--- config.mk ---
export PLATFORM = sky130hd
export DESIGN_NAME = ckm_clock_ctrl
export DESIGN_NICKNAME = d
export VERILOG_FILES = /design/src/hw/ckm_pkg.sv /design/src/hw/ckm_cdiv.sv /design/src/hw/ckm_clock_ctrl.sv /design/src/hw/ckm_gfmux.sv
export SDC_FILE = /design/constraint.sdc
export NUM_CORES = 1
export LEC_CHECK = 0
export ABC_AREA = 1
export BUFFER_PORTS_ARGS = -buffer_cell sky130_fd_sc_hd__buf_2
export CAP_MARGIN = 20
export CORE_ASPECT_RATIO = 0.6
export CORE_MARGIN = 2
export CORE_UTILIZATION = 31
export DETAILED_ROUTE_END_ITERATION = 16
export PLACE_DENSITY = 0.53
export SLEW_MARGIN = 30
export SYNTH_ARGS = -nofsm -noshare
export SYNTH_HDL_FRONTEND = slang
export SYNTH_SLANG_ARGS = --single-unit
--- constraint.sdc ---
create_clock -name CLK_I -period 5.7 [get_ports CLK_I]
set_input_delay 1.14 -clock CLK_I [delete_from_list [all_inputs] [get_ports CLK_I]]
set_output_delay 1.14 -clock CLK_I [all_outputs]
set_load 0.05 [all_outputs]
--- src/hw/ckm_pkg.sv ---
// constants shared by the clock generation and power control block
// assumes one 100 MHz system clock; oscillator and pll clocks arrive as sampled levels
// Summary of operation
// - main clock from internal rc after reset
// - four independent oscillator sources provided
// - internal rc 12 MHz, usable as pll reference
// - internal rc selectable for watchdog and pll
// - crystal drives cpu directly or via pll
// - low freq and watchdog osc frequency programmable
// - watchdog osc feeds only the watchdog
// - low freq osc drives cpu and clock output
// - pll reference range 10 to 25 MHz
// - pll multiplier any integer 1 to 32
// - in-loop divider keeps cco 156-320 MHz
// - post divider 2, 4, 8 or 16
// - pll powered down, bypassed after reset
// - enable pll, wait lock, then switch
// - clock output selects rc, crystal, lf, main
// - power-up runs from internal rc; wake resumes on the selected main clock
// - programmable cpu clock divider
// - per-peripheral clock gate bits
// - selected peripherals have own divider after gate
// - sleep stops only the core clock
// - peripheral clocks keep running in sleep
package ckm_pkg;
  // source codes of the main and clock-output selectors
  localparam logic [1:0] SRC_IRC     = 2'h0;
  localparam logic [1:0] SRC_CRYSTAL = 2'h1;
  localparam logic [1:0] SRC_LFO     = 2'h2;
  localparam logic [1:0] SRC_PLL     = 2'h3;
  localparam logic [1:0] SRC_MAIN    = 2'h3;
  // watchdog and pll reference selector codes
  localparam logic       WDT_IRC     = 1'h0;
  localparam logic       WDT_WDO     = 1'h1;
  localparam logic       REF_IRC     = 1'h0;
  localparam logic       REF_CRYSTAL = 1'h1;
  // oscillator figures
  localparam int IRC_MHZ        = 12;
  localparam int CRYSTAL_MIN_MHZ = 1;
  localparam int CRYSTAL_MAX_MHZ = 25;
  localparam int PLL_REF_MIN_MHZ = 10;
  localparam int PLL_REF_MAX_MHZ = 25;
  localparam int CCO_MIN_MHZ    = 156;
  localparam int CCO_MAX_MHZ    = 320;
  localparam int PLL_MULT_MAX   = 32;
  // field widths and positions
  localparam int OSC_EN_W   = 3;
  localparam int OSC_XTAL_B = 0;
  localparam int OSC_LFO_B  = 1;
  localparam int OSC_WDO_B  = 2;
  localparam int FREQ_W     = 4;
  localparam int MULT_W     = 5;
  localparam int DIV_W      = 8;
  localparam int NPERIPH    = 8;
  localparam int NPDIV      = 2;
  // reset values
  localparam logic [OSC_EN_W-1:0] OSC_EN_RST  = 3'h0;
  localparam logic [FREQ_W-1:0]   FREQ_RST    = 4'h1;
  localparam logic [MULT_W-1:0]   MULT_RST    = 5'h0;
  localparam logic [1:0]          LDIV_RST    = 2'h0;
  localparam logic [1:0]          PDIV_RST    = 2'h0;
  localparam logic [DIV_W-1:0]    CPU_DIV_RST = 8'h01;
  localparam logic [DIV_W-1:0]    PER_DIV_RST = 8'h01;
  localparam logic [NPERIPH-1:0]  GATE_RST    = 8'hFF;
  // timing
  localparam int CLK_MHZ         = 100;
  localparam int PLL_SETTLE_US   = 100;
  localparam int PLL_SETTLE_CYC  = PLL_SETTLE_US * CLK_MHZ;
  localparam int LOCK_CNT_W      = 16;
  // post divider code 0..3 gives ratio 2, 4, 8, 16
  function automatic logic [4:0] post_ratio(input logic [1:0] code);
    post_ratio = 5'h02 << code;
  endfunction
endpackage

--- src/hw/ckm_cdiv.sv ---
// gated clock divider on a sampled clock level; ratio 0 stops, 1 passes
// assumes src_i is a level that changes no faster than clk_i/2
`timescale 1ns/10ps
module ckm_cdiv (
  // clock and reset
  input  wire logic       clk_i,
  input  wire logic       rstn_i,
  // source, gate, ratio
  input  wire logic       src_i,
  input  wire logic       run_i,
  input  wire logic [7:0] div_i,
  // divided clock
  output logic            clk_o
);
  logic       src_d_r;
  logic       run_r;
  logic [7:0] div_r;
  logic [7:0] cnt_r;
  logic [7:0] cnt_nxt;
  logic       rise;

  assign rise    = src_i & !src_d_r;
  assign cnt_nxt = (cnt_r >= div_r - 8'h01) ? 8'h00 : cnt_r + 8'h01;

  always_ff @(posedge clk_i or negedge rstn_i) begin
    if (!rstn_i) begin
      src_d_r <= 1'b0;
    end else begin
      src_d_r <= src_i;
    end
  end

  // gate and ratio only change while the output is low, so no runt pulse
  always_ff @(posedge clk_i or negedge rstn_i) begin
    if (!rstn_i) begin
      run_r <= 1'b0;
      div_r <= 8'h01;
    end else if (!clk_o && !src_i) begin
      run_r <= run_i;
      div_r <= div_i;
    end
  end

  always_ff @(posedge clk_i or negedge rstn_i) begin
    if (!rstn_i) begin
      cnt_r <= 8'h00;
      clk_o <= 1'b0;
    end else if (div_r == 8'h00 || !run_r) begin
      cnt_r <= 8'h00;
      clk_o <= 1'b0;
    end else if (div_r == 8'h01) begin
      clk_o <= src_i;
    end else if (rise) begin
      cnt_r <= cnt_nxt;
      clk_o <= (cnt_nxt < {1'b0, div_r[7:1]});
    end
  end
endmodule

--- src/hw/ckm_clock_ctrl.sv ---
// clock generation and power control: source selection, pll control,
// clock output, cpu divider, peripheral gating and sleep
// assumes software drives the config ports with one-cycle write strobes
`timescale 1ns/10ps
module ckm_clock_ctrl
  import ckm_pkg::*;
#(
  parameter int SETTLE_CYC = ckm_pkg::PLL_SETTLE_CYC
) (
  // clock and reset
  input  wire logic                          CLK_I,
  input  wire logic                          RSTN_I,
  // oscillator and pll clock levels
  input  wire logic                          INTERNAL_RC_OSC_I,
  input  wire logic                          CRYSTAL_OSC_I,
  input  wire logic                          LOW_FREQ_OSC_I,
  input  wire logic                          WATCHDOG_RING_OSC_I,
  input  wire logic                          PLL_CLK_I,
  // source selection
  input  wire logic [1:0]                    MAIN_SEL_I,
  input  wire logic                          MAIN_SEL_WE_I,
  input  wire logic [1:0]                    CLOCK_OUTPUT_PIN_SEL_I,
  input  wire logic                          CLOCK_OUTPUT_PIN_SEL_WE_I,
  input  wire logic                          WDT_SEL_I,
  input  wire logic                          WDT_SEL_WE_I,
  // oscillator control
  input  wire logic [ckm_pkg::OSC_EN_W-1:0]  OSC_EN_I,
  input  wire logic                          OSC_EN_WE_I,
  input  wire logic [ckm_pkg::FREQ_W-1:0]    LFO_FREQ_I,
  input  wire logic [ckm_pkg::FREQ_W-1:0]    WDO_FREQ_I,
  input  wire logic                          FREQ_WE_I,
  // pll control
  input  wire logic                          PLL_EN_I,
  input  wire logic                          PLL_EN_WE_I,
  input  wire logic                          PLL_REF_SEL_I,
  input  wire logic [ckm_pkg::MULT_W-1:0]    PLL_MULT_I,
  input  wire logic [1:0]                    PLL_LOOP_DIV_I,
  input  wire logic [1:0]                    PLL_POST_DIV_I,
  input  wire logic                          PLL_CFG_WE_I,
  // dividers and gating
  input  wire logic [ckm_pkg::DIV_W-1:0]     CPU_DIV_I,
  input  wire logic                          CPU_DIV_WE_I,
  input  wire logic [ckm_pkg::NPERIPH-1:0]   PERIPH_GATE_I,
  input  wire logic                          PERIPH_GATE_WE_I,
  input  wire logic [ckm_pkg::DIV_W-1:0]     PERIPH_DIV_I,
  input  wire logic [0:0]                    PERIPH_DIV_IDX_I,
  input  wire logic                          PERIPH_DIV_WE_I,
  // sleep
  input  wire logic                          SLEEP_REQ_I,
  input  wire logic                          WAKE_I,
  // oscillator outputs
  output logic                               CRYSTAL_OSC_EN_O,
  output logic                               LOW_FREQ_OSC_EN_O,
  output logic                               WATCHDOG_RING_OSC_EN_O,
  output logic [ckm_pkg::FREQ_W-1:0]         LFO_FREQ_O,
  output logic [ckm_pkg::FREQ_W-1:0]         WDO_FREQ_O,
  // pll outputs
  output logic                               PLL_PD_O,
  output logic                               PLL_BYPASS_O,
  output logic                               PLL_REF_CLK_O,
  output logic [ckm_pkg::MULT_W-1:0]         PLL_MULT_O,
  output logic [1:0]                         PLL_LOOP_DIV_O,
  output logic [1:0]                         PLL_POST_DIV_O,
  output logic [4:0]                         PLL_POST_RATIO_O,
  output logic                               PLL_LOCK_O,
  // clock outputs
  output logic                               CORE_CLK_O,
  output logic                               CLOCK_OUTPUT_PIN_O,
  output logic                               WDT_CLK_O,
  output logic [ckm_pkg::NPERIPH-1:0]        PERIPH_CLK_O,
  // status
  output logic [1:0]                         MAIN_SRC_O,
  output logic                               MAIN_SW_BUSY_O,
  output logic                               SLEEPING_O
);
  import ckm_pkg::*;

  logic [1:0]          main_sel_r;
  logic [1:0]          clock_output_pin_sel_r;
  logic                wdt_sel_r;
  logic [OSC_EN_W-1:0] osc_en_r;
  logic [FREQ_W-1:0]   lfo_freq_r;
  logic [FREQ_W-1:0]   wdo_freq_r;
  logic                pll_pd_r;
  logic                pll_ref_r;
  logic [MULT_W-1:0]   pll_mult_r;
  logic [1:0]          pll_ldiv_r;
  logic [1:0]          pll_pdiv_r;
  logic [LOCK_CNT_W-1:0] lock_cnt_r;
  logic                lock_r;
  logic [DIV_W-1:0]    cpu_div_r;
  logic [NPERIPH-1:0]  gate_r;
  logic [DIV_W-1:0]    pdiv_r [NPDIV];
  logic                sleep_r;
  logic [NPERIPH-1:0]  pclk_r;
  logic                main_clk;
  logic                pll_ref_clk;
  logic [1:0]          main_cur;
  logic                pll_change;

  // oscillators: internal rc always runs, the rest start off
  always_ff @(posedge CLK_I or negedge RSTN_I) begin
    if (!RSTN_I) begin
      osc_en_r <= OSC_EN_RST;
    end else if (OSC_EN_WE_I) begin
      osc_en_r <= OSC_EN_I;
    end
  end

  always_ff @(posedge CLK_I or negedge RSTN_I) begin
    if (!RSTN_I) begin
      lfo_freq_r <= FREQ_RST;
      wdo_freq_r <= FREQ_RST;
    end else if (FREQ_WE_I) begin
      lfo_freq_r <= LFO_FREQ_I;
      wdo_freq_r <= WDO_FREQ_I;
    end
  end

  assign CRYSTAL_OSC_EN_O       = osc_en_r[OSC_XTAL_B];
  assign LOW_FREQ_OSC_EN_O      = osc_en_r[OSC_LFO_B];
  assign WATCHDOG_RING_OSC_EN_O = osc_en_r[OSC_WDO_B];
  assign LFO_FREQ_O             = lfo_freq_r;
  assign WDO_FREQ_O             = wdo_freq_r;

  // pll enable and settings; range limits on reference and cco are the
  // programmer's duty, the block only carries the fields to the analog part
  assign pll_change = PLL_CFG_WE_I &&
                      (PLL_REF_SEL_I != pll_ref_r || PLL_MULT_I != pll_mult_r ||
                       PLL_LOOP_DIV_I != pll_ldiv_r || PLL_POST_DIV_I != pll_pdiv_r);

  always_ff @(posedge CLK_I or negedge RSTN_I) begin
    if (!RSTN_I) begin
      pll_pd_r <= 1'b1;
    end else if (PLL_EN_WE_I) begin
      pll_pd_r <= !PLL_EN_I;
    end
  end

  always_ff @(posedge CLK_I or negedge RSTN_I) begin
    if (!RSTN_I) begin
      pll_ref_r  <= REF_IRC;
      pll_mult_r <= MULT_RST;
      pll_ldiv_r <= LDIV_RST;
      pll_pdiv_r <= PDIV_RST;
    end else if (PLL_CFG_WE_I) begin
      pll_ref_r  <= PLL_REF_SEL_I;
      pll_mult_r <= PLL_MULT_I;
      pll_ldiv_r <= PLL_LOOP_DIV_I;
      pll_pdiv_r <= PLL_POST_DIV_I;
    end
  end

  assign PLL_PD_O         = pll_pd_r;
  assign PLL_BYPASS_O     = pll_pd_r;
  assign PLL_MULT_O       = pll_mult_r;
  assign PLL_LOOP_DIV_O   = pll_ldiv_r;
  assign PLL_POST_DIV_O   = pll_pdiv_r;

  always_ff @(posedge CLK_I or negedge RSTN_I) begin
    if (!RSTN_I) begin
      PLL_POST_RATIO_O <= 5'h02;
    end else begin
      PLL_POST_RATIO_O <= post_ratio(pll_pdiv_r);
    end
  end

  // lock after the settling time; lost on disable or any setting change
  always_ff @(posedge CLK_I or negedge RSTN_I) begin
    if (!RSTN_I) begin
      lock_cnt_r <= '0;
      lock_r     <= 1'b0;
    end else if (pll_pd_r || pll_change || (PLL_EN_WE_I && !PLL_EN_I)) begin
      lock_cnt_r <= '0;
      lock_r     <= 1'b0;
    end else if (lock_cnt_r == LOCK_CNT_W'(SETTLE_CYC - 1)) begin
      lock_r     <= 1'b1;
    end else begin
      lock_cnt_r <= lock_cnt_r + LOCK_CNT_W'(1);
    end
  end

  assign PLL_LOCK_O = lock_r;

  // main clock select; the pll output is taken only once locked, and a lost
  // lock falls back to the internal rc once the main mux drops the pll while it is low
  always_ff @(posedge CLK_I or negedge RSTN_I) begin
    if (!RSTN_I) begin
      main_sel_r <= SRC_IRC;
    end else if (main_sel_r == SRC_PLL && !lock_r) begin
      main_sel_r <= SRC_IRC;
    end else if (MAIN_SEL_WE_I && (MAIN_SEL_I != SRC_PLL || lock_r)) begin
      main_sel_r <= MAIN_SEL_I;
    end
  end

  always_ff @(posedge CLK_I or negedge RSTN_I) begin
    if (!RSTN_I) begin
      clock_output_pin_sel_r <= SRC_IRC;
      wdt_sel_r    <= WDT_IRC;
    end else begin
      if (CLOCK_OUTPUT_PIN_SEL_WE_I) begin
        clock_output_pin_sel_r <= CLOCK_OUTPUT_PIN_SEL_I;
      end
      if (WDT_SEL_WE_I) begin
        wdt_sel_r <= WDT_SEL_I;
      end
    end
  end

  // pll reference: internal rc or crystal
  ckm_gfmux u_ref_mux (
    .clk_i  (CLK_I),
    .rstn_i (RSTN_I),
    .src_i  ({2'b00, CRYSTAL_OSC_I, INTERNAL_RC_OSC_I}),
    .sel_i  ({1'b0, pll_ref_r}),
    .clk_o  (pll_ref_clk),
    .cur_o  (),
    .busy_o ()
  );

  always_ff @(posedge CLK_I or negedge RSTN_I) begin
    if (!RSTN_I) begin
      PLL_REF_CLK_O <= 1'b0;
    end else begin
      PLL_REF_CLK_O <= pll_ref_clk & !pll_pd_r;
    end
  end

  ckm_gfmux u_main_mux (
    .clk_i  (CLK_I),
    .rstn_i (RSTN_I),
    .src_i  ({PLL_CLK_I, LOW_FREQ_OSC_I, CRYSTAL_OSC_I, INTERNAL_RC_OSC_I}),
    .sel_i  (main_sel_r),
    .clk_o  (main_clk),
    .cur_o  (main_cur),
    .busy_o (MAIN_SW_BUSY_O)
  );

  assign MAIN_SRC_O = main_cur;

  // the main clock slot of the output selector uses the main mux result
  ckm_gfmux u_out_mux (
    .clk_i  (CLK_I),
    .rstn_i (RSTN_I),
    .src_i  ({main_clk, LOW_FREQ_OSC_I, CRYSTAL_OSC_I, INTERNAL_RC_OSC_I}),
    .sel_i  (clock_output_pin_sel_r),
    .clk_o  (CLOCK_OUTPUT_PIN_O),
    .cur_o  (),
    .busy_o ()
  );

  // the watchdog ring oscillator reaches no other consumer
  ckm_gfmux u_wdt_mux (
    .clk_i  (CLK_I),
    .rstn_i (RSTN_I),
    .src_i  ({2'b00, WATCHDOG_RING_OSC_I, INTERNAL_RC_OSC_I}),
    .sel_i  ({1'b0, wdt_sel_r}),
    .clk_o  (WDT_CLK_O),
    .cur_o  (),
    .busy_o ()
  );

  // sleep: a wake in the same cycle as a request wins
  always_ff @(posedge CLK_I or negedge RSTN_I) begin
    if (!RSTN_I) begin
      sleep_r <= 1'b0;
    end else if (WAKE_I) begin
      sleep_r <= 1'b0;
    end else if (SLEEP_REQ_I) begin
      sleep_r <= 1'b1;
    end
  end

  assign SLEEPING_O = sleep_r;

  always_ff @(posedge CLK_I or negedge RSTN_I) begin
    if (!RSTN_I) begin
      cpu_div_r <= CPU_DIV_RST;
    end else if (CPU_DIV_WE_I) begin
      cpu_div_r <= CPU_DIV_I;
    end
  end

  // only the core clock sees the sleep gate
  ckm_cdiv u_cpu_div (
    .clk_i  (CLK_I),
    .rstn_i (RSTN_I),
    .src_i  (main_clk),
    .run_i  (!sleep_r),
    .div_i  (cpu_div_r),
    .clk_o  (CORE_CLK_O)
  );

  // peripheral gates and local dividers
  always_ff @(posedge CLK_I or negedge RSTN_I) begin
    if (!RSTN_I) begin
      gate_r <= GATE_RST;
    end else if (PERIPH_GATE_WE_I) begin
      gate_r <= PERIPH_GATE_I;
    end
  end

  always_ff @(posedge CLK_I or negedge RSTN_I) begin
    if (!RSTN_I) begin
      pdiv_r[0] <= PER_DIV_RST;
      pdiv_r[1] <= PER_DIV_RST;
    end else if (PERIPH_DIV_WE_I) begin
      pdiv_r[PERIPH_DIV_IDX_I] <= PERIPH_DIV_I;
    end
  end

  genvar gi;
  generate
    for (gi = 0; gi < NPERIPH; gi++) begin : g_pclk
      if (gi < NPDIV) begin : g_div
        // divider sits after the gate; sleep does not reach it
        ckm_cdiv u_pdiv (
          .clk_i  (CLK_I),
          .rstn_i (RSTN_I),
          .src_i  (main_clk),
          .run_i  (gate_r[gi]),
          .div_i  (pdiv_r[gi]),
          .clk_o  (pclk_r[gi])
        );
      end else begin : g_gate
        // the gate may only open or close while the main clock is low
        logic en_r;
        always_ff @(posedge CLK_I or negedge RSTN_I) begin
          if (!RSTN_I) begin
            en_r <= 1'b0;
          end else if (!main_clk) begin
            en_r <= gate_r[gi];
          end
        end
        always_ff @(posedge CLK_I or negedge RSTN_I) begin
          if (!RSTN_I) begin
            pclk_r[gi] <= 1'b0;
          end else begin
            pclk_r[gi] <= en_r & main_clk;
          end
        end
      end
    end
  endgenerate

  assign PERIPH_CLK_O = pclk_r;
endmodule

--- src/hw/ckm_gfmux.sv ---
// glitch-free four-way clock selector
// assumes source clocks are levels sampled on clk_i, slower than clk_i/2
`timescale 1ns/10ps
module ckm_gfmux (
  // clock and reset
  input  wire logic       clk_i,
  input  wire logic       rstn_i,
  // sources and selection
  input  wire logic [3:0] src_i,
  input  wire logic [1:0] sel_i,
  // outputs
  output logic            clk_o,
  output logic [1:0]      cur_o,
  output logic            busy_o
);
  logic [1:0] cur_r;
  logic       en_r;

  // drop the old source only while it is low, pick up the new one only while low
  always_ff @(posedge clk_i or negedge rstn_i) begin
    if (!rstn_i) begin
      cur_r <= 2'h0;
      en_r  <= 1'b1;
    end else if (en_r) begin
      if (sel_i != cur_r && !src_i[cur_r]) begin
        en_r <= 1'b0;
      end
    end else if (cur_r != sel_i) begin
      cur_r <= sel_i;
    end else if (!src_i[cur_r]) begin
      en_r <= 1'b1;
    end
  end

  always_ff @(posedge clk_i or negedge rstn_i) begin
    if (!rstn_i) begin
      clk_o  <= 1'b0;
      cur_o  <= 2'h0;
      busy_o <= 1'b0;
    end else begin
      clk_o  <= en_r & src_i[cur_r];
      cur_o  <= cur_r;
      busy_o <= !en_r || (sel_i != cur_r);
    end
  end
endmodule

==> results.py, run 1 <==
metrics = {
    "timing": {
        "slew_headroom_pct": 53.4,
        "slew_viol_final": 0,
        "max_freq_ghz": 0.319,
        "finalSetupViolCount": 0,
        "fin_crit_ns": 3.14,
        "worstMarginPinSlew_ns": 0.700,
        "rsz0062_at_grt": "false",
        "hold_violations": 0,
        "fin_crit_sh_pct": 55.1,
        "fin_skew_ns": 0.00799,
        "finalSetupTns_ns": 0,
    },
    "worst_hold_path": {
        "hold_start": "g_pclk[2].g_gate.en_r$_DFFE_PN0N_",
        "hold-path-endpoint": "PERIPH_CLK_O[2]$_DFF_PN0_",
        "min_path_cells": 2,
        "min_path_type": "reg -> reg",
    },
    "worst_setup_path": {
        "crit_slowest_cell": "dfstp_2",
        "path_max_fanout": 8,
        "crit_arrival_ns": 3.51,
        "cp_slowest_stage_delay_ns": 0.53,
        "startpoint_type": "register",
        "crit_chain": "inv_1, ha_1, nand2_1, nor2_1, xor2_1, ha_1, nand2_1, nor2_1, nor3_1, and2_1, nand3_1, inv_1, ha_1, a21oi_1, nand2_1, nand2_1, nand2_1, nand2_1, nand2_1, nand2_1",
        "path_class": "reg -> reg",
        "reg2reg_depth": 20,
        "crit_path_frequent_cell": "nand2_1",
        "cp-end-kind": "register",
        "rrSetupSlack_ns": 2.56,
        "critPathRequiredTime_ns": 6.08,
        "startpoint": "u_cpu_div.div_r[0]$_DFFE_PN1P_",
        "crit_buf_inv": 2,
        "regToRegEndpoint": "u_cpu_div.clk_o$_DFFE_PN0P_",
        "cpLargestDelayFamily": "simple AND/OR/NAND/NOR gates",
        "worstReg2RegStart": "u_cpu_div.div_r[0]$_DFFE_PN1P_",
    },
    "global_route": {
        "antenna_found_initial": 0,
        "grt_max_degree": 96,
        "grt_usage_pct": 14.4,
        "grt_overflow": 0,
        "grt_pass1_vias": 6325,
        "grt_pass1_wl_um": 32900,
    },
    "cts": {
        "root_buffer": "clkbuf_16",
        "cts_hold_buf": 0,
        "clk_pin_slew_ns": 0.07,
        "htreeDepth": 4,
        "cts-root-to-sink-buffers": 2,
        "cts_made_buffers": 17,
        "postCtsResizedCells": 0,
        "clkSinkCount": 166,
        "post-cts-setup-buffer-count": 0,
        "cts_tree": "yes",
        "clock_latency_ns": 0.43,
    },
    "power_and_ir_drop": {
        "total_leakage_power_nw": 5.10,
        "p_per_area_mw_per_mm2": 424,
        "peakVddDrop_v": 0.000206,
        "total_power_w": 0.00433,
    },
    "floorplan": {
        "die_x_um": 220,
        "initial_core_util_pct": 31.4,
        "coreArea_sq_mm": 0.0275,
        "die_area_sq_mm": 0.0293,
        "rows": 47,
        "ioPinCount": 115,
        "die_y_um": 133,
    },
    "final_layout": {
        "layout.cells.non_filler": 1487,
        "area_growth_pct": 18.0,
        "num-fill-cells": 2833,
        "final_nets": 1233,
        "final_common_cell": "nand2_1",
        "final_cell_mix": "214 x nand2_1, 151 x inv_1, 144 x dfrtp_1, 112 x buf_2, 92 x o21ai_0",
        "final_area_sq_mm": 0.0102,
        "multi_input_area_sq_mm": 0.00380,
        "drive_gt1_share_pct": 19.9,
        "n_antenna_cell": 0,
        "ff_latch_area_sq_mm": 0.00418,
    },
    "placed_design": {
        "place_congestion": 0.812,
        "post_dp_cell_area_sq_mm": 0.00961,
        "dpl.hpwl_um": 15000,
        "io_buffer_count": 113,
        "place_inst": 1455,
    },
    "logic_synthesis": {
        "syn-cell-area_sq_mm": 0.00865,
        "synthCells": 994,
        "syn_avg_cell_area_sq_um": 8.71,
        "synth_area_leaders": "dfrtp_1 42%, nand2_1 9.3%, ha_1 8.0%, dfstp_2 6.7%, inv_1 6.5%",
        "synth_cell_type_count": 47,
        "yosys_register_bits": 166,
        "yosysSeqAreaShare_pct": 48.3,
        "async_flop_share_pct": 100,
        "yosysTopAreaCell": "dfrtp_1",
        "synth_top_area_share_pct": 41.6,
        "yosys_most_used_dff": "dfrtp_1",
        "synth_edf_count": 0,
        "yosys_warnings": 0,
        "synth_nets": 1120,
    },
    "detailed_routing": {
        "drcViolationCount": 0,
        "drt_iter0_markers": 348,
        "route.antenna.remaining_nets": 0,
        "num_vias": 6648,
        "routed_wl_um": 19800,
        "viasPerCell": 4.47,
        "first_pass_iters": 7,
        "wl_per_cell_um": 13.3,
    },
    "flow_run": {
        "cap_violations": 0,
    },
    "run_status": {
        "status": "finished, final reports clean",
    },
}
-- sequential cells by signal (all words and copies together) (netlist names), 5 cells and up, named ones only --
register                   cells
gate_r                         8
cpu_div_r                      8
PLL_MULT_O                     5
u_cpu_div.div_r                8
pdiv_r                        16
g_pclk.g_div.u_pdiv.cnt_r     16
g_pclk.g_div.u_pdiv.div_r     16
lock_cnt_r                    16
u_cpu_div.cnt_r                8
g_pclk.g_gate.en_r             6
PERIPH_CLK_O                   6
-- final cells by class --
class	count	area share, %
Clock inverter	8	1.09
Sequential cell	166	40.9
Multi-Input combinational cell	655	37.2
Tap cell	367	4.50
Clock buffer	24	4.81
Inverter	153	5.62
Timing Repair Buffer	114	5.79
-- kinds of logic after synthesis --
kind of cell	synth area share [%]
and+or+nand+nor	20.1
AOI/OAI and AO/OA	9.79
muxes	2.99
other	0.0433
adders and majority gates	7.95
buffers and inverters	7.82
DFF	48.3
xor gates and xnor gates	3.04
-- power breakdown --
group          internal (W)  total [W]  switching [W]
Clock              0.000699    0.00119       0.000489
Sequential          0.00144    0.00163       0.000190
Combinational      0.000485    0.00152        0.00103
-- worst max path at each step --
stage | end | slack (ns) | depth (start not counted)
after global placement | g_pclk[1].g_div.u_pdiv.clk_o$_DFFE_PN0P_ | 2.57 | 20
after detailed placement | g_pclk[1].g_div.u_pdiv.clk_o$_DFFE_PN0P_ | 2.56 | 20
final | u_cpu_div.clk_o$_DFFE_PN0P_ | 2.56 | 20
after global routing | u_cpu_div.clk_o$_DFFE_PN0P_ | 2.14 | 19
after floorplan | g_pclk[0].g_div.u_pdiv.clk_o$_DFFE_PN0P_ | 2.94 | 23
after CTS | g_pclk[1].g_div.u_pdiv.clk_o$_DFFE_PN0P_ | 2.54 | 20
-- synthesized netlist by cell type, drive strengths merged (3+ instances only) --
| cell type | n |
|---|---|
| nor3 | 17 |
| clkbuf | 11 |
| and2 | 4 |
| a21oi | 23 |
| dfstp | 22 |
| xnor2 | 11 |
| nor2 | 82 |
| buf | 9 |
| o21ai | 98 |
| xor2 | 19 |
| nor4 | 7 |
| or2 | 8 |
| nand3 | 43 |
| dfrtp | 144 |
| ha | 55 |
| nand4 | 12 |
| nand2 | 215 |
| inv | 153 |
| a211oi | 4 |
| a31oi | 3 |
| o22ai | 18 |
| mux2 | 23 |
-- per-layer routing --
metal  track usage [%]  share of wire, %  up-vias
li1                  -                 -     3442
met3              3.95               5.6       13
met2              18.3                37      149
met5                 0                 0        -
met4              4.10               1.1        0
met1              23.0                57     3044
-- stage by stage --
| stage | hold WS [ns] | util (%) | setup WS (ns) |
|---|---|---|---|
| after global placement | 0.449 | 34.9 | 2.57 |
| after CTS | 0.464 | 37.1 | 2.54 |
| after global routing | 0.496 | 37.1 | 2.14 |
| after floorplan | 0.349 | - | 2.94 |
| after detailed placement | 0.451 | 34.9 | 2.56 |
| final | 0.462 | 37.1 | 2.56 |
-- worst register-to-register path, delay by kind of cell (launching register included) --
family	cells	cell delay [ns]
compound gates	1	0.15
xor+xnor	1	0.14
fa+ha+maj	3	0.75
buf+inv	2	0.19
flops	1	0.53
simple gates	13	1.34
No activity file was read; power rests on OpenSTA's default activity.
==> run 2: changes to the inputs <==
--- a/config.mk
+++ b/config.mk
@@ -5,7 +5,7 @@
 export SDC_FILE = /design/constraint.sdc
 export NUM_CORES = 1
 export LEC_CHECK = 0
-export ABC_AREA = 1
+export ABC_AREA = 0
 export BUFFER_PORTS_ARGS = -buffer_cell sky130_fd_sc_hd__buf_2
 export CAP_MARGIN = 20
 export CORE_ASPECT_RATIO = 0.6
==> constraint.sdc (replaced) <==
create_clock -name CLK_I -period 3.1 [get_ports CLK_I]
set_input_delay 0.62 -clock CLK_I [delete_from_list [all_inputs] [get_ports CLK_I]]
set_output_delay 0.62 -clock CLK_I [all_outputs]
set_load 0.05 [all_outputs]
==> run 2 against run 1 <==
  * The flow now finishes with violations (setup timing)
  * Total power increased by 110%
  * Setup slack got worse by 3.0 ns
  * Highest routed layer unchanged
  * Hold slack lost 0.31 ns
  * Die area shrank 1.7%
  * Via count decreased by 4.6%
==> results.py, run 2 <==
metrics = {
    "logic_synthesis": {
        "yosys_register_bits": 166,
        "synth_nets": 905,
        "syn-cell-area_sq_mm": 0.00850,
        "synth_edf_count": 0,
        "async_flop_share_pct": 100,
        "synth_area_leaders": "dfrtp_1 42%, mux2_2 9.0%, ha_1 8.1%, dfstp_2 6.8%, xnor2_1 3.3%",
        "yosysMostFrequentCell": "dfrtp_1",
        "synthCells": 779,
        "yosys_warnings": 0,
        "syn_avg_cell_area_sq_um": 10.9,
        "yosysSeqAreaShare_pct": 49.2,
        "yosys_most_used_dff": "dfrtp_1",
        "synth_top_area_share_pct": 42.4,
        "synth_cell_type_count": 65,
        "yosysTopAreaCell": "dfrtp_1",
        "ys_top_cells_by_count": "144 x dfrtp_1, 68 x mux2_2, 65 x nand2_1, 65 x nor2_1, 55 x ha_1",
    },
    "worst_setup_path": {
        "regToRegEndpoint": "g_pclk[0].g_div.u_pdiv.clk_o$_DFFE_PN0P_",
        "startpoint": "g_pclk[0].g_div.u_pdiv.div_r[4]$_DFFE_PN0P_",
        "worstReg2RegStart": "g_pclk[0].g_div.u_pdiv.div_r[4]$_DFFE_PN0P_",
        "reg2reg_depth": 16,
        "rrSetupSlack_ns": -0.46,
        "cp-end-kind": "register",
        "path_max_fanout": 5,
        "path_class": "reg -> reg",
        "critPathRequiredTime_ns": 3.49,
        "startpoint_type": "register",
        "crit_arrival_ns": 3.95,
    },
    "cts": {
        "clkSinkCount": 166,
        "cts_tree": "yes",
        "clock_latency_ns": 0.44,
        "root_buffer": "clkbuf_16",
        "htreeDepth": 4,
        "clk_pin_slew_ns": 0.07,
        "cts-root-to-sink-buffers": 2,
        "cts_made_buffers": 17,
        "cts_hold_buf": 0,
    },
    "power_and_ir_drop": {
        "p_per_area_mw_per_mm2": 823,
        "total_leakage_power_nw": 5.11,
        "peakVddDrop_v": 0.000335,
    },
    "global_route": {
        "use_met3_pct": 4.57,
        "grt_pass1_wl_um": 33900,
        "top_usage_layer": "met1",
        "use_met2_pct": 19.7,
        "grt_pass1_vias": 6359,
        "grt_overflow": 0,
        "grt_max_degree": 55,
        "met1_usage_pct": 23.3,
        "grt_usage_pct": 15.0,
        "antenna_found_initial": 0,
    },
    "final_layout": {
        "final_common_cell": "dfrtp_1",
        "layout.cells.non_filler": 1358,
        "area_growth_pct": 29.3,
        "final_nets": 1111,
        "final_cell_mix": "144 x dfrtp_1, 112 x buf_2, 88 x buf_4, 68 x mux2_2, 65 x nand2_1",
        "n_antenna_cell": 0,
        "drive_gt1_share_pct": 38.5,
        "ff_latch_area_sq_mm": 0.00418,
        "num-fill-cells": 2631,
        "multi_input_area_sq_mm": 0.00431,
    },
    "detailed_routing": {
        "routed_wl_um": 20700,
        "wl_per_cell_um": 15.2,
        "viasPerCell": 4.67,
        "drt_iter0_markers": 320,
        "drcViolationCount": 0,
        "route.antenna.remaining_nets": 0,
        "num_vias": 6340,
        "first_pass_iters": 4,
    },
    "timing": {
        "worstMarginPinSlew_ns": 0.680,
        "slew_viol_final": 0,
        "fin_crit_sh_pct": 115,
        "finalSetupViolCount": 11,
        "fin_crit_ns": 3.56,
        "fin_skew_ns": 0.00972,
        "max_freq_ghz": 0.281,
        "hold_violations": 0,
        "rsz0062_at_grt": "true",
        "slew_headroom_pct": 54.7,
        "worst_slack_ns": -0.459,
        "hold_ws_ns": 0.154,
    },
    "placed_design": {
        "dpl.hpwl_um": 15300,
        "post-place-ws_ns": -0.560,
        "place_congestion": 0.818,
        "place_inst": 1304,
        "io_buffer_count": 113,
    },
    "floorplan": {
        "die_y_um": 132,
        "rows": 46,
        "die_x_um": 218,
        "ioPinCount": 115,
        "coreArea_sq_mm": 0.0267,
        "initial_core_util_pct": 31.8,
        "die_area_sq_mm": 0.0288,
    },
    "flow_run": {
        "cap_violations": 0,
    },
    "run_status": {
        "status": "finished with violations",
        "violations": "setup timing",
    },
    "worst_hold_path": {
        "min_path_type": "in -> async",
    },
}
run 2: cell count changes after synthesis, sizes merged, moves of 7 or more:
cell	change
a22o	+10
and2	+7
and3	+8
inv	-110
mux2	+45
nand2	-149
nand2b	+9
nand3	-19
nor2	-17
o21ai	-54
o22ai	-15
xnor2	+21
xor2	+11
run 2: cell type report:
cell class / count / share of cell area, %
well taps: 360 / 4.10
inverters: 43 / 1.47
flip-flops and latches: 166 / 38.1
clock buffers: 19 / 3.94
repair buffers: 206 / 11.9
clock inverters: 13 / 1.34
multi-input cells: 551 / 39.2
run 2: kinds of logic after synthesis:
logic type                 Yosys count  share of synthesized area, %
adders and majority gates           55                          8.10
DFF                                166                          49.2
and+or+nand+nor                    234                          13.4
other                                1                        0.0441
xor gates and xnor gates            62                          6.39
buffers and inverters               62                          3.13
muxes                               75                          10.1
AOI/OAI and AO/OA                  124                          9.64
run 2: critical path, stage by stage, from the launching register on:
cell	delay (ns)
dfrtp_1	0.41
nor4_4	0.31
nand2_1	0.12
nor3_2	0.18
xnor2_1	0.16
ha_1	0.27
and3_4	0.18
a221oi_2	0.25
o21ai_2	0.09
buf_6	0.14
nor2_4	0.14
ha_4	0.22
a21o_1	0.20
a2111oi_4	0.37
o21bai_1	0.14
nor4_2	0.16
o211a_1	0.16
run 2: how the worst max path moves through the flow:
stage,depth (start not counted),end,slack [ns]
2_1_floorplan,14,g_pclk[1].g_div.u_pdiv.clk_o$_DFFE_PN0P_,-0.32
3_3_place_gp,14,g_pclk[1].g_div.u_pdiv.clk_o$_DFFE_PN0P_,-0.41
3_5_place_dp,14,g_pclk[1].g_div.u_pdiv.clk_o$_DFFE_PN0P_,-0.56
4_1_cts,15,g_pclk[0].g_div.u_pdiv.clk_o$_DFFE_PN0P_,-0.42
5_1_grt,16,g_pclk[0].g_div.u_pdiv.clk_o$_DFFE_PN0P_,-0.66
6_report,16,g_pclk[0].g_div.u_pdiv.clk_o$_DFFE_PN0P_,-0.46
run 2: per-layer routing:
metal	up-vias	routed length, um
met5	-	0
met4	0	304
met3	17	1140
met2	105	7990
met1	3072	11300
li1	3146	-
run 2: power by group:
group | switching [W] | internal (W)
Clock | 0.000935 | 0.00120
Sequential | 0.000387 | 0.00267
Combinational | 0.00213 | 0.00173
run 2: through the flow:
step | utilization, % | setup TNS (ns) | total power, W | cell area [sq um]
2_1_floorplan | - | -0.548 | 0.00524 | 8580
3_3_place_gp | 37.6 | -1.01 | 0.00657 | 10100
3_5_place_dp | 37.6 | -1.35 | 0.00659 | 10100
4_1_cts | 40.8 | -2.28 | 0.00903 | 10900
5_1_grt | 41.1 | -6.04 | 0.00967 | 11000
6_report | 41.1 | -4.15 | 0.00904 | 11000
run 2: what timing repair did:
item	CTS	global route
endpoints found under the setup margin	3	11
pin swaps	12	13
resized for setup	29	12
buffers inserted	19	3
==> run 3: changes to the inputs <==
--- a/config.mk
+++ b/config.mk
@@ -12,7 +12,8 @@
 export CORE_MARGIN = 2
 export CORE_UTILIZATION = 31
 export DETAILED_ROUTE_END_ITERATION = 16
-export PLACE_DENSITY = 0.53
+export MAX_ROUTING_LAYER = met4
+export PLACE_DENSITY = 0.52
 export SLEW_MARGIN = 30
 export SYNTH_ARGS = -nofsm -noshare
 export SYNTH_HDL_FRONTEND = slang
==> run 3 against run 2 <==
  * The flow still finishes with violations (setup timing)
  * Critical path depth is the same
  * Cell count shrank 0.66%
  * Non-clock buffer count decreased by 11
  * Register-to-register slack improved by 0.03 ns
  * First-iteration DRC count rose by 8.4%
  * Utilization decreased by 0.098 points
  * Design area fell by 0.24%
  * Maximum frequency grew 0.79%
  * Hold slack got worse by 0.054 ns
  * Via count shrank 1.5%
  * Global-route usage up 0.41 points
  * Sequential power about the same
==> results.py, run 3 (synthesis gave the netlist of run 2 again) <==
metrics = {
    "run_status": {
        "status": "finished with violations",
        "violations": "setup timing",
    },
    "timing": {
        "slew_headroom_pct": 55.7,
        "worstMarginPinSlew_ns": 0.664,
        "max_freq_ghz": 0.283,
        "hold_ws_ns": 0.101,
        "hold_violations": 0,
        "fin_skew_ns": 0.00858,
        "fin_crit_sh_pct": 114,
        "worst_slack_ns": -0.431,
        "finalSetupTns_ns": -0.859,
        "finalSetupViolCount": 3,
        "rsz0062_at_grt": "true",
        "fin_crit_ns": 3.53,
        "slew_viol_final": 0,
    },
    "worst_setup_path": {
        "regToRegEndpoint": "g_pclk[0].g_div.u_pdiv.clk_o$_DFFE_PN0P_",
        "path_max_fanout": 5,
        "startpoint_type": "register",
        "critPathRequiredTime_ns": 3.48,
        "startpoint": "g_pclk[0].g_div.u_pdiv.div_r[3]$_DFFE_PN0P_",
        "reg2reg_depth": 16,
        "path_class": "reg -> reg",
        "rrSetupSlack_ns": -0.43,
        "cp-end-kind": "register",
        "crit_arrival_ns": 3.92,
        "worstReg2RegStart": "g_pclk[0].g_div.u_pdiv.div_r[3]$_DFFE_PN0P_",
    },
    "floorplan": {
        "rows": 46,
        "initial_core_util_pct": 31.8,
        "coreArea_sq_mm": 0.0267,
        "ioPinCount": 115,
        "die_x_um": 218,
        "die_area_sq_mm": 0.0288,
        "die_y_um": 132,
    },
    "detailed_routing": {
        "route.antenna.remaining_nets": 0,
        "viasPerCell": 4.63,
        "drcViolationCount": 0,
        "first_pass_iters": 5,
        "wl_per_cell_um": 15.2,
        "routed_wl_um": 20500,
        "drt_iter0_markers": 347,
        "num_vias": 6247,
    },
    "cts": {
        "cts_made_buffers": 17,
        "root_buffer": "clkbuf_16",
        "htreeDepth": 4,
        "clkSinkCount": 166,
        "cts_hold_buf": 0,
        "clock_latency_ns": 0.44,
        "cts-root-to-sink-buffers": 2,
        "cts_tree": "yes",
        "clk_pin_slew_ns": 0.07,
    },
    "worst_hold_path": {
        "min_path_type": "in -> async",
    },
    "global_route": {
        "grt_pass1_vias": 6000,
        "grt_usage_pct": 15.4,
        "antenna_found_initial": 4,
        "grt_overflow": 0,
        "grt_max_degree": 75,
        "grt_pass1_wl_um": 33600,
    },
    "power_and_ir_drop": {
        "p_per_area_mw_per_mm2": 829,
        "peakVddDrop_v": 0.000281,
        "total_leakage_power_nw": 5.07,
    },
    "placed_design": {
        "place_congestion": 0.836,
        "post_dp_cell_area_sq_mm": 0.0100,
        "io_buffer_count": 113,
        "post-place-ws_ns": -0.498,
        "dpl.hpwl_um": 15200,
    },
    "final_layout": {
        "drive_gt1_share_pct": 37.6,
        "area_growth_pct": 29.0,
        "fin_util_pct": 41.0,
        "final_area_sq_mm": 0.0110,
        "final_cell_mix": "144 x dfrtp_1, 112 x buf_2, 80 x buf_4, 68 x mux2_2, 65 x nand2_1",
        "final_nets": 1100,
        "final_common_cell": "dfrtp_1",
    },
    "flow_run": {
        "cap_violations": 0,
    },
}
run 3: cell count changes in the layout (fill, tap and decap cells not counted), sizes merged:
cell      change
diode         +2
buf          -11
clkinv        -5
inv           +2
bufinv        +2
clkinvlp      +1
run 3: worst max-delay path by stage:
stage / slack, ns / to
finish: -0.43 / g_pclk[0].g_div.u_pdiv.clk_o$_DFFE_PN0P_
global route: -0.62 / g_pclk[0].g_div.u_pdiv.clk_o$_DFFE_PN0P_
CTS: -0.40 / g_pclk[0].g_div.u_pdiv.clk_o$_DFFE_PN0P_
detailed placement: -0.50 / g_pclk[1].g_div.u_pdiv.clk_o$_DFFE_PN0P_
global placement: -0.47 / g_pclk[1].g_div.u_pdiv.clk_o$_DFFE_PN0P_
floorplan: -0.32 / g_pclk[1].g_div.u_pdiv.clk_o$_DFFE_PN0P_
run 3: area by class of cell:
cell class                 instances  area, sq um
fill                            2634        15700
multi-input combinational        551         4320
sequential                       166         4180
timing repair buffer             195         1210
tap                              360          450
clock buffer                      19          433
clock inverter                    13          194
inverter                          43          161
antenna                            2         5.00
run 3: routing by layer:
metal / part of all wire (%) / GRT usage (%) / vias to the layer above
met3: 4.6 / 4.50 / 19
li1: - / - / 3127
met5: 0 / - / -
met1: 56 / 23.9 / 2990
met2: 39 / 19.1 / 111
met4: 0.88 / 3.63 / 0
run 3: worst max-delay path: stages (launching register included):
cell and delay [ns]:
dfrtp_1 0.42, nor4_4 0.30, nand2_1 0.12, nor3_2 0.14, xnor2_1 0.16, ha_1 0.27, and3_4 0.19, a221oi_4 0.32
o21ai_4 0.14, nor2_2 0.19, ha_1 0.26, o21ai_0 0.17, a21oi_1 0.08, o2111ai_1 0.18, a21oi_1 0.06, nor4_1 0.31
o211a_1 0.17
run 3: through the flow:
stage | instances | total power, W
6_report | 1349 | 0.00909
5_1_grt | 1349 | 0.00972
4_1_cts | 1350 | 0.00906
3_5_place_dp | 1303 | 0.00655
3_3_place_gp | 1303 | 0.00654
2_1_floorplan | 779 | 0.00524
run 3: where the power goes:
part / leakage [nW] / switching [W] / internal (W)
logic: 2.73 / 0.00207 / 0.00164
registers: 2.05 / 0.000407 / 0.00267
clock network: 0.292 / 0.000941 / 0.00136
total: 5.07 / 0.00342 / 0.00567
run 3: timing repair:
action | 4_1_cts | 5_1_grt
resized for setup | 17 | 21
gates cloned | 0 | 0
endpoints found under the setup margin | 3 | 11
pin swaps | 4 | 2
buffers inserted | 15 | 1
